[config.mk]
export PLATFORM = sky130hd
export DESIGN_NAME = lemc_core
export DESIGN_NICKNAME = d
export VERILOG_FILES = /design/src/hw/lemc_pkg.sv /design/src/hw/lemc_word_if.sv /design/src/hw/lemc_core.sv /design/src/hw/lemc_link_tx.sv
export SDC_FILE = /design/constraint.sdc
export NUM_CORES = 1
export LEC_CHECK = 0
export ABC_AREA = 0
export BUFFER_PORTS_ARGS = -buffer_cell sky130_fd_sc_hd__buf_2
export CELL_PAD_IN_SITES_DETAIL_PLACEMENT = 1
export CELL_PAD_IN_SITES_GLOBAL_PLACEMENT = 2
export CORE_MARGIN = 2
export CORE_UTILIZATION = 36
export CTS_CLUSTER_DIAMETER = 30
export DETAILED_ROUTE_END_ITERATION = 6
export GPL_TIMING_DRIVEN = 0
export PLACE_DENSITY_LB_ADDON = 0.1
export REMOVE_ABC_BUFFERS = 1
export SLEW_MARGIN = 20
export SYNTH_ARGS = -nofsm -noshare
export SYNTH_HDL_FRONTEND = slang
export SYNTH_SLANG_ARGS = --single-unit
[constraint.sdc]
create_clock -name i_clk_sys -period 7.45 [get_ports i_clk_sys]
set_clock_uncertainty 0.1 [all_clocks]
set_input_delay 1.49 -clock i_clk_sys [delete_from_list [all_inputs] [get_ports i_clk_sys]]
set_output_delay 1.49 -clock i_clk_sys [all_outputs]
set_load 0.05 [all_outputs]
[src/hw/lemc_pkg.sv]
/*
 * Shared constants and types of the line event monitor control block.
 * Assumes a 100 MHz system clock and a 32-bit APB register bus.
 */
package lemc_pkg;

    // ************************************************************
    // Timing
    // ************************************************************
    localparam int CLK_NS        = 10;
    localparam int RAMP_STEP_NS  = 10000;                   // Time per drive step
    localparam int RAMP_STEP_CYC = (RAMP_STEP_NS + CLK_NS - 1) / CLK_NS;
    localparam int RAMP_CNT_W    = 10;

    // ************************************************************
    // Register map (byte addresses)
    // ************************************************************
    localparam logic [7:0] ADDR_CTRL = 8'h00;
    localparam logic [7:0] ADDR_STAT = 8'h04;
    localparam logic [7:0] ADDR_MON  = 8'h08;
    localparam logic [7:0] ADDR_THR  = 8'h0c;

    // Control register fields
    localparam int CTRL_RAMP  = 0;                          // hook_release_ramp
    localparam int CTRL_TDEN  = 1;                          // tone_detect_enable
    localparam int CTRL_SQL   = 2;                          // ring_coupling_squelch
    localparam int CTRL_FW    = 3;                          // ring_fullwave_select
    localparam int CTRL_MON   = 4;                          // line_one_monitor_enable
    localparam int CTRL_HOOK  = 5;                          // off-hook request
    localparam int CTRL_W     = 6;

    // Status register fields
    localparam int STAT_OVR   = 0;                          // adc_overrange_flag
    localparam int STAT_TD    = 1;                          // tone_detect_flag
    localparam int STAT_OVL   = 2;                          // overload_level_flag
    localparam int STAT_RPOS  = 3;                          // ring_positive_flag
    localparam int STAT_RNEG  = 4;                          // ring_negative_flag
    localparam int STAT_RDET  = 5;                          // ring detector output
    localparam int STAT_LCODE = 8;                          // loop_current_code lsb

    // ************************************************************
    // Values after reset and fixed codes
    // ************************************************************
    localparam logic [CTRL_W-1:0] CTRL_RST   = 6'h00;
    localparam logic [14:0]       THR_RST    = 15'h1000;
    localparam logic [7:0]        DRIVE_FULL = 8'hff;
    localparam logic [7:0]        DRIVE_OFF  = 8'h00;
    localparam logic [3:0]        LCODE_LINE = 4'hf;
    localparam logic [3:0]        LCODE_NONE = 4'h0;
    localparam logic [15:0]       NEG_FULL   = 16'h8000;
    localparam int                WORD_W     = 16;
    localparam int                PIN_W      = 4;

    // Sampled pin vector positions
    localparam int PIN_OVER = 0;
    localparam int PIN_SAG  = 1;
    localparam int PIN_OVL  = 2;
    localparam int PIN_LINE = 3;

    typedef enum logic {LEMC_IDLE, LEMC_SHIFT} lemc_tx_state_t;

endpackage

[src/hw/lemc_word_if.sv]
/*
 * Carries the monitor word from the control core to the link serializer.
 * Both ends run on the system clock.
 */
`timescale 1ns/1ns
interface lemc_word_if;
    logic [15:0] word;
    logic        valid;
    modport src (output word, output valid);
    modport snk (input word, input valid);
endinterface

[src/hw/lemc_core.sv]
/*
 * Line event monitor control: hook release ramp, tone detection flags,
 * on-hook line monitor, ring threshold flags and caller-ID squelch.
 * Assumes an APB master on the system clock, comparator and level pins
 * from the line side (asynchronous), and converter samples on i_clk_sys.
 */
`timescale 1ns/1ns
module lemc_core
    import lemc_pkg::*;
(
    input  wire logic        i_clk_sys,
    input  wire logic        i_srst,
    input  wire logic        i_psel,
    input  wire logic        i_penable,
    input  wire logic        i_pwrite,
    input  wire logic [7:0]  i_paddr,
    input  wire logic [31:0] i_pwdata,
    output logic      [31:0] o_prdata,
    output logic             o_pready,
    output logic             o_pslverr,
    input  wire logic        i_line_over,
    input  wire logic        i_supply_sag,
    input  wire logic        i_overload_level,
    input  wire logic        i_line_present,
    input  wire logic [15:0] i_ring_sample,
    input  wire logic [3:0]  i_loop_meter,
    input  wire logic        i_bit_clk,
    input  wire logic        i_sync,
    output logic             o_sdata_in,
    output logic      [7:0]  o_loop_drive,
    output logic             o_dc_release,
    output logic             o_monitor_power,
    output logic             o_coupling_reset,
    output logic             o_ring_detect
);

    // ************************************************************
    // Declarations
    // ************************************************************
    logic [CTRL_W-1:0]     ctrl_q;
    logic [14:0]           thr_q;
    logic [PIN_W-1:0]      pin_meta_q, pin_q;
    logic                  ovr_q, td_q, rpos_q, rneg_q;
    logic [3:0]            lcode_q;
    logic [15:0]           mon_q;
    logic [RAMP_CNT_W-1:0] step_cnt_q;
    logic                  wr_en, rd_setup, wr_stat;
    logic                  ovr_set, td_set, ovr_clr, td_clr;
    logic signed [15:0]    samp, thr_pos, thr_neg;
    lemc_word_if           word_if ();

    // True for every mapped word address
    function automatic logic addr_mapped(input logic [7:0] a);
        addr_mapped = (a == ADDR_CTRL) || (a == ADDR_STAT) ||
                      (a == ADDR_MON)  || (a == ADDR_THR);
    endfunction

    // ************************************************************
    // Pin synchronisers
    // ************************************************************
    // Comparator pins come from the isolated line side, unrelated to this clock
    always_ff @(posedge i_clk_sys) begin
        if (i_srst) begin
            pin_meta_q <= '0;
            pin_q      <= '0;
        end else begin
            pin_meta_q <= {i_line_present, i_overload_level, i_supply_sag, i_line_over};
            pin_q      <= pin_meta_q;
        end
    end

    // ************************************************************
    // APB slave
    // ************************************************************
    // Zero wait states: read data is caught in the setup cycle
    assign wr_en     = i_psel & i_penable & i_pwrite & addr_mapped(i_paddr);
    assign rd_setup  = i_psel & ~i_penable & ~i_pwrite;
    assign wr_stat   = wr_en & (i_paddr == ADDR_STAT);
    assign o_pready  = 1'b1;
    assign o_pslverr = i_psel & i_penable & ~addr_mapped(i_paddr);

    // Read mux, unmapped addresses read as zero
    always_ff @(posedge i_clk_sys) begin
        if (i_srst) begin
            o_prdata <= 32'h0000_0000;
        end else if (rd_setup) begin
            o_prdata <= 32'h0000_0000;
            unique case (i_paddr)
                ADDR_CTRL: o_prdata[CTRL_W-1:0] <= ctrl_q;
                ADDR_STAT: begin
                    o_prdata[STAT_OVR]  <= ovr_q;
                    o_prdata[STAT_TD]   <= td_q;
                    o_prdata[STAT_OVL]  <= pin_q[PIN_OVL];
                    o_prdata[STAT_RPOS] <= rpos_q;
                    o_prdata[STAT_RNEG] <= rneg_q;
                    o_prdata[STAT_RDET] <= o_ring_detect;
                    o_prdata[STAT_LCODE +: 4] <= lcode_q;
                end
                ADDR_MON:  o_prdata[15:0] <= mon_q;
                ADDR_THR:  o_prdata[14:0] <= thr_q;
                default:   o_prdata <= 32'h0000_0000;
            endcase
        end
    end

    // Control and threshold registers
    always_ff @(posedge i_clk_sys) begin
        if (i_srst) begin
            ctrl_q <= CTRL_RST;
            thr_q  <= THR_RST;
        end else if (wr_en) begin
            if (i_paddr == ADDR_CTRL) begin
                ctrl_q <= i_pwdata[CTRL_W-1:0];
            end
            if (i_paddr == ADDR_THR) begin
                thr_q <= i_pwdata[14:0];
            end
        end
    end

    // ************************************************************
    // Tone detection flags
    // ************************************************************
    assign ovr_set = pin_q[PIN_OVER];
    assign td_set  = pin_q[PIN_SAG] & ctrl_q[CTRL_TDEN];
    assign ovr_clr = wr_stat & ~i_pwdata[STAT_OVR];
    assign td_clr  = wr_stat & ~i_pwdata[STAT_TD];

    // Sticky until written zero; a set in the same cycle beats the clear
    always_ff @(posedge i_clk_sys) begin
        if (i_srst) begin
            ovr_q <= 1'b0;
            td_q  <= 1'b0;
        end else begin
            ovr_q <= ovr_set | (ovr_q & ~ovr_clr);
            td_q  <= td_set | (td_q & ~td_clr);
        end
    end

    // Termination release follows the tone flag; software ends it by clearing
    always_ff @(posedge i_clk_sys) begin
        if (i_srst) begin
            o_dc_release <= 1'b0;
        end else begin
            o_dc_release <= td_q;
        end
    end

    // ************************************************************
    // Hook release ramp
    // ************************************************************
    // A sudden cut into an inductive feed spikes the line, so step down
    always_ff @(posedge i_clk_sys) begin
        if (i_srst) begin
            o_loop_drive <= DRIVE_OFF;
            step_cnt_q   <= '0;
        end else if (ctrl_q[CTRL_HOOK]) begin
            o_loop_drive <= DRIVE_FULL;
            step_cnt_q   <= '0;
        end else if (!ctrl_q[CTRL_RAMP]) begin
            o_loop_drive <= DRIVE_OFF;
            step_cnt_q   <= '0;
        end else if (o_loop_drive != DRIVE_OFF) begin
            if (step_cnt_q == RAMP_CNT_W'(RAMP_STEP_CYC - 1)) begin
                o_loop_drive <= o_loop_drive - 8'h01;
                step_cnt_q   <= '0;
            end else begin
                step_cnt_q <= step_cnt_q + RAMP_CNT_W'(1);
            end
        end
    end

    // ************************************************************
    // Ring thresholds and detector
    // ************************************************************
    assign samp    = i_ring_sample;
    assign thr_pos = {1'b0, thr_q};
    assign thr_neg = -thr_pos;

    // A reversal shifts the level past one threshold just as a ring would
    always_ff @(posedge i_clk_sys) begin
        if (i_srst) begin
            rpos_q        <= 1'b0;
            rneg_q        <= 1'b0;
            o_ring_detect <= 1'b0;
        end else begin
            rpos_q        <= samp > thr_pos;
            rneg_q        <= samp < thr_neg;
            o_ring_detect <= rpos_q | (ctrl_q[CTRL_FW] & rneg_q);
        end
    end

    // Squelch drives the coupling reset directly, width is software's job
    always_ff @(posedge i_clk_sys) begin
        if (i_srst) begin
            o_coupling_reset <= 1'b0;
        end else begin
            o_coupling_reset <= ctrl_q[CTRL_SQL];
        end
    end

    // ************************************************************
    // On-hook line monitor
    // ************************************************************
    // With no line the converter sinks to full negative scale
    always_ff @(posedge i_clk_sys) begin
        if (i_srst) begin
            o_monitor_power <= 1'b0;
            mon_q           <= 16'h0000;
            lcode_q         <= LCODE_NONE;
        end else begin
            o_monitor_power <= ctrl_q[CTRL_MON];
            if (!ctrl_q[CTRL_MON]) begin
                mon_q   <= 16'h0000;
                lcode_q <= i_loop_meter;
            end else if (pin_q[PIN_LINE]) begin
                mon_q   <= i_ring_sample;
                lcode_q <= LCODE_LINE;
            end else begin
                mon_q   <= NEG_FULL;
                lcode_q <= LCODE_NONE;
            end
        end
    end

    assign word_if.word  = mon_q;
    assign word_if.valid = o_monitor_power;

    // Link serializer for the data-in pin
    lemc_link_tx u_link (
        .i_clk_sys  (i_clk_sys),
        .i_srst     (i_srst),
        .i_bit_clk  (i_bit_clk),
        .i_sync     (i_sync),
        .word_if    (word_if.snk),
        .o_sdata_in (o_sdata_in)
    );
endmodule

[src/hw/lemc_link_tx.sv]
/*
 * Serializer of monitor samples onto the link data-in pin.
 * Assumes bit clock and frame sync arrive from the controller, asynchronous.
 */
`timescale 1ns/1ns
module lemc_link_tx
    import lemc_pkg::*;
(
    input  wire logic   i_clk_sys,
    input  wire logic   i_srst,
    input  wire logic   i_bit_clk,
    input  wire logic   i_sync,
    lemc_word_if.snk    word_if,
    output logic        o_sdata_in
);

    // ************************************************************
    // Pin synchronisers and bit clock edge detection
    // ************************************************************
    logic           bclk_meta_q, bclk_q, bclk_prev_q;
    logic           sync_meta_q, sync_q, sync_last_q;
    logic           tick;
    lemc_tx_state_t state_q;
    logic [15:0]    sreg_q;
    logic [3:0]     bit_cnt_q;

    // Two flops before any logic looks at the pins
    always_ff @(posedge i_clk_sys) begin
        if (i_srst) begin
            bclk_meta_q <= 1'b0;
            bclk_q      <= 1'b0;
            bclk_prev_q <= 1'b0;
            sync_meta_q <= 1'b0;
            sync_q      <= 1'b0;
        end else begin
            bclk_meta_q <= i_bit_clk;
            bclk_q      <= bclk_meta_q;
            bclk_prev_q <= bclk_q;
            sync_meta_q <= i_sync;
            sync_q      <= sync_meta_q;
        end
    end

    assign tick = bclk_q & ~bclk_prev_q;

    // ************************************************************
    // Frame shifter, msb first from the rising edge after sync rises
    // ************************************************************
    always_ff @(posedge i_clk_sys) begin
        if (i_srst) begin
            sync_last_q <= 1'b0;
            state_q     <= LEMC_IDLE;
            sreg_q      <= 16'h0000;
            bit_cnt_q   <= 4'h0;
            o_sdata_in  <= 1'b0;
        end else if (tick) begin
            sync_last_q <= sync_q;
            if (sync_q && !sync_last_q) begin
                // Idle monitor sends a zero word rather than stale data
                sreg_q     <= word_if.valid ? {word_if.word[14:0], 1'b0} : 16'h0000;
                o_sdata_in <= word_if.valid & word_if.word[15];
                bit_cnt_q  <= 4'h1;
                state_q    <= LEMC_SHIFT;
            end else begin
                unique case (state_q)
                    LEMC_IDLE: begin
                        o_sdata_in <= 1'b0;
                    end
                    LEMC_SHIFT: begin
                        o_sdata_in <= sreg_q[15];
                        sreg_q     <= {sreg_q[14:0], 1'b0};
                        bit_cnt_q  <= bit_cnt_q + 4'h1;
                        if (bit_cnt_q == 4'hf) begin
                            state_q <= LEMC_IDLE;
                        end
                    end
                endcase
            end
        end
    end
endmodule

# Word-level counts from Yosys, hierarchy flattened
# Cells that the tools add are included.
[classes]
eq_ne = 7
magnitude_cmp = 2
muxes = 23
n_reduce_logical = 15
bitwise_logic = 30
add_sub_neg = 4
[op_table]
columns = ["op", "n"]
rows = [
  ["$mux W16", 4],
  ["$mux W8", 4],
  ["$pmux W6 S4", 1],
  ["$eq A8 B4 Y1 const B", 2],
  ["$gt A16 B16 Y1", 1],
  ["$lt A16 B16 Y1", 1],
  ["$mux W4", 4],
  ["$neg A15 Y16", 1],
  ["$and A1 B1 Y1", 15],
  ["$not A1 Y1", 12],
  ["$pmux W4 S3", 1],
  ["$add A10 B1 Y10 const B", 1],
  ["$eq A10 B10 Y1 const B", 1],
  ["$mux W10", 1],
  ["$eq A8 B3 Y1 const B", 1],
  ["$logic_not A8 Y1", 1],
  ["$reduce_and A2 Y1", 4],
  ["$reduce_bool A8 Y1", 1],
  ["$sub A8 B1 Y8 const B", 1],
  ["$ne A3 B1 Y1 const B", 2],
  ["$pmux W3 S2", 1],
  ["$reduce_or A3 Y1", 2],
  ["$mux W1", 5],
  ["$add A4 B1 Y4 const B", 1],
  ["other kinds (9)", 13],
]
[word_totals]
regBits = 119
in_bits = 71
output_inout_bits = 47

# Longest topological paths before layout
[logic_depth]
ltp_word = 10
ltp_mapped = 12

# Hierarchy
# From an unflattened synthesis, not the netlist that was laid out.
[hier_totals]
cells_unflattened = 624
area_unflattened_um2 = 5901.9
[modules_own_cells]
columns = ["mod", "area_each_um2", "instances", "seq_area_each_um2", "cells_per_inst"]
rows = [
  ["lemc_core", 4599.4, 1, 1821.7, 483],
  ["lemc_link_tx", 1302.5, 1, 540.5, 141],
]

# Worst setup path after synthesis
# Ideal clock, no wire load.
[synth_timing]
path_kind = "input-to-output"
startpoint = "input i_paddr[1]"
endpoint = "output o_pslverr"
path_buffers = 0
required_time_ns = 5.860
setup_slack_ns = 3.525
path_stages = 3
arrival_time_ns = 2.335
path_cell_list = "nor4_4 -> nand2_1 -> and3_1"
[synth_between]
elab_chain_cells = 6
[synth_rtl]
columns = ["element", "line", "rtl"]
rows = [
  ["start, declared", "lemc_core.sv:16", "input wire logic [7:0] i_paddr,"],
  ["$eq A8 B3 Y1 / $logic_not A8 Y1 (equally long branches)", "lemc_core.sv:54", "addr_mapped = (a == ADDR_CTRL) || (a == ADDR_STAT) ||"],
  ["$logic_or A1 B1 Y1 (2 in a row)", "lemc_core.sv:54", ""],
  ["$logic_or A1 B1 Y1 (*)", "lemc_core.sv:55", "(a == ADDR_MON) || (a == ADDR_THR);"],
  ["$not A1 Y1 (*)", "lemc_core.sv:80", "assign o_pslverr = i_psel & i_penable & ~addr_mapped(i_paddr);"],
  ["$and A1 B1 Y1 (*)", "lemc_core.sv:80", ""],
  ["end, declared", "lemc_core.sv:20", "output logic o_pslverr,"],
]
# Every way passes the cells marked *; elsewhere a longest branch is shown, timed or not.

# Final worst setup path
# Ends and elaborated chain as after synthesis.

==> results.cfg <==
[sta]
post-route-period-util_pct = 55.7
setup_violations = 0
setup_ws_ns = 3.30
slew_headroom_pct = 38.7
hold_viol = 0
worstMarginPinSlew_ns = 0.917
drv_slew = 0
rsz0062_at_grt = false
setup_tns_ns = 0
max_freq_mhz = 241
period_minus_slack_ns = 4.15
hold_slack_ns = 0.331

[route]
firstDrtPassIters = 4
routedWlPerCell_um = 16.8
vias = 4737
drcViolationCount = 0
totalWireLength_um = 15700
drt_iter0_drc = 186
ant_nets = 0
viasPerCell = 5.06

[cells_and_area]
post-route-util_pct = 43.8
drive_gt1_share_pct = 19.3
final_cell_area_mm2 = 0.00688
final_nets = 813
final_common_cell = dfxtp_1
instances_no_fill = 936
mostFrequentLayoutCells = dfxtp_1 (118), buf_2 (82), nand2_1 (67), nor2_1 (58), a21oi_1 (40)
area_delta_synth_final_pct = 19.9
num_antenna_cells = 0

[clock_network]
cts_tree = done
clkTransAtPathRegs_ns = 0.05
cts.path.max_buffers = 2
htreeDepth = 4
post-cts-setup-buffers = 0
cts-root-buf = clkbuf_16
cts.sinks = 118
cts_buffers = 17
clock_latency_ns = 0.41
cts_hold_buffers = 0
ctsResizeCount = 0

[placement]
port_buffers = 83
hpwl_um = 11700
dp_cells = 904
pre_cts_ws_ns = 3.29
gp_congestion = 0.862
place_area_mm2 = 0.00625

[floorplan]
io_pins = 118
die_y_um = 130
dieArea_mm2 = 0.0170
rows = 46
fp.dieW_um = 130
coreArea_mm2 = 0.0157
start_util_pct = 36.5

[pwr]
p_per_area_mw_per_mm2 = 232
p_leak_nw = 2.72
vdd_ir_drop_max_mv = 0.175
power.total_mw = 1.59

[yosys]
synth_area_leader_cell = dfxtp_1
synthCells = 638
yosysUniqueCellTypes = 57
syn_area_per_cell_um2 = 8.99
yosysSeqAreaShare_pct = 41.2
yosys.area.top_type_share_pct = 41.2
syn_area_mm2 = 0.00574
synth_edf_count = 0
async_flop_share_pct = 0
ys_warn_count = 0
ys_seq_elements = 118
synthTopCellsByArea = dfxtp_1 (41%), ha_1 (7.6%), nand2_1 (4.4%), nor2_1 (3.9%), a21oi_1 (3.5%)
synth-main-ff-cell = dfxtp_1

[setup_path]
cp_slowest_stage_delay_ns = 0.36
crit_fanout = 3
critPathKind = input port to output pin
cpMostUsedCell = buf_2
r2r_setup_slack_ns = 4.03
crit_family = simple AND/OR/NAND/NOR gates
cp_data_arrival_time_ns = 2.56
crit_slowest_cell = nor4_4
startpoint_type = input port
critPathRequiredTime_ns = 5.86
critPathBufInv = 2
worstSetupEndpointType = output pin
path_cells = buf_2 -> nor4_4 -> nand2_1 -> and3_1 -> buf_2

[global_route]
grt_pass1_wl_um = 25300
track_usage_pct = 19.4
first_global_vias = 4874
overflow = 0
antenna_found_initial = 0
grt_max_degree = 62

[job]
cap_viol_max_count = 0

[worst_hold_path]
hold_class = register to register

[run_status]
status = finished clean
==> report_power, final <==
part           switching [mW]  internal (mW)  total (mW)  leakage, nW
registers             0.00377          0.639       0.643        0.955
clock network           0.278          0.577       0.855        0.312
logic                  0.0653         0.0311      0.0964         1.45
==> kinds of logic after synthesis <==
logic type      share of synthesized area, %
fa+ha+maj                               7.63
flops                                   41.2
buf+inv                                 6.28
compound gates                          11.8
xor+xnor                                4.27
other cells                            0.131
simple gates                            23.4
mux                                     5.36
==> synthesized netlist by cell type (all sizes together), types with 2 or more instances <==
cell type	instances
mux2i	15
buf	30
nand3	28
conb	2
nor4	5
a22oi	12
nor3	12
o211ai	2
xnor2	15
a31oi	2
ha	35
and3	22
o2bb2ai	4
dfxtp	118
nor3b	2
nor2	60
nand2b	9
a311oi	15
inv	22
a21oi	41
nand2	68
o21ai	12
nor2b	21
or4	2
mux2	2
xor2	13
clkbuf	20
or3	9
a211oi	2
nand4	14
a21o	4
mux4	6
==> state kept, by name (all words and copies together) (netlist names), 4 cells and up <==
register,flops
pin_q,4
mon_q,16
u_link.bit_cnt_q,4
o_loop_drive,8
o_prdata,16
lcode_q,4
pin_meta_q,4
thr_q,15
u_link.sreg_q,15
ctrl_q,6
step_cnt_q,10
==> area by class of cell <==
class | instances | area [µm²]
repair buffers | 85 | 457
flip-flops and latches | 118 | 2360
inverters | 23 | 86.3
clock buffers | 24 | 512
fillers | 1835 | 8830
multi-input cells | 462 | 3080
well taps | 216 | 270
clock inverters | 8 | 118
==> routing by layer <==
layer / part of all wire [%] / track usage [%]
met1: 46 / 23.8
met2: 50 / 34.0
met3: 2.4 / 3.73
met4: 1.5 / 6.96
met5: 0 / 0
==> worst reg2reg max path: cells and delay by family (launching register included) <==
family | cells | cell delay (ns)
and+or+nand+nor | 7 | 1.82
DFF | 1 | 0.38
adders and majority gates | 1 | 0.30
AOI/OAI and AO/OA | 1 | 0.30
muxes | 1 | 0.29
xor gates and xnor gates | 1 | 0.12
==> final timing paths <==
check | to | cells after the start | from
worst max-delay path | o_pslverr | 5 | i_paddr[1]
worst min-delay path | u_link.sync_q$_SDFF_PP0_ | 1 | u_link.sync_meta_q$_SDFF_PP0_
worst max register to register | rneg_q$_SDFF_PP0_ | 11 | thr_q[0]$_SDFFE_PP0P_
worst min register to register | u_link.sync_q$_SDFF_PP0_ | 1 | u_link.sync_meta_q$_SDFF_PP0_
Power figures use the tool's default switching activity.
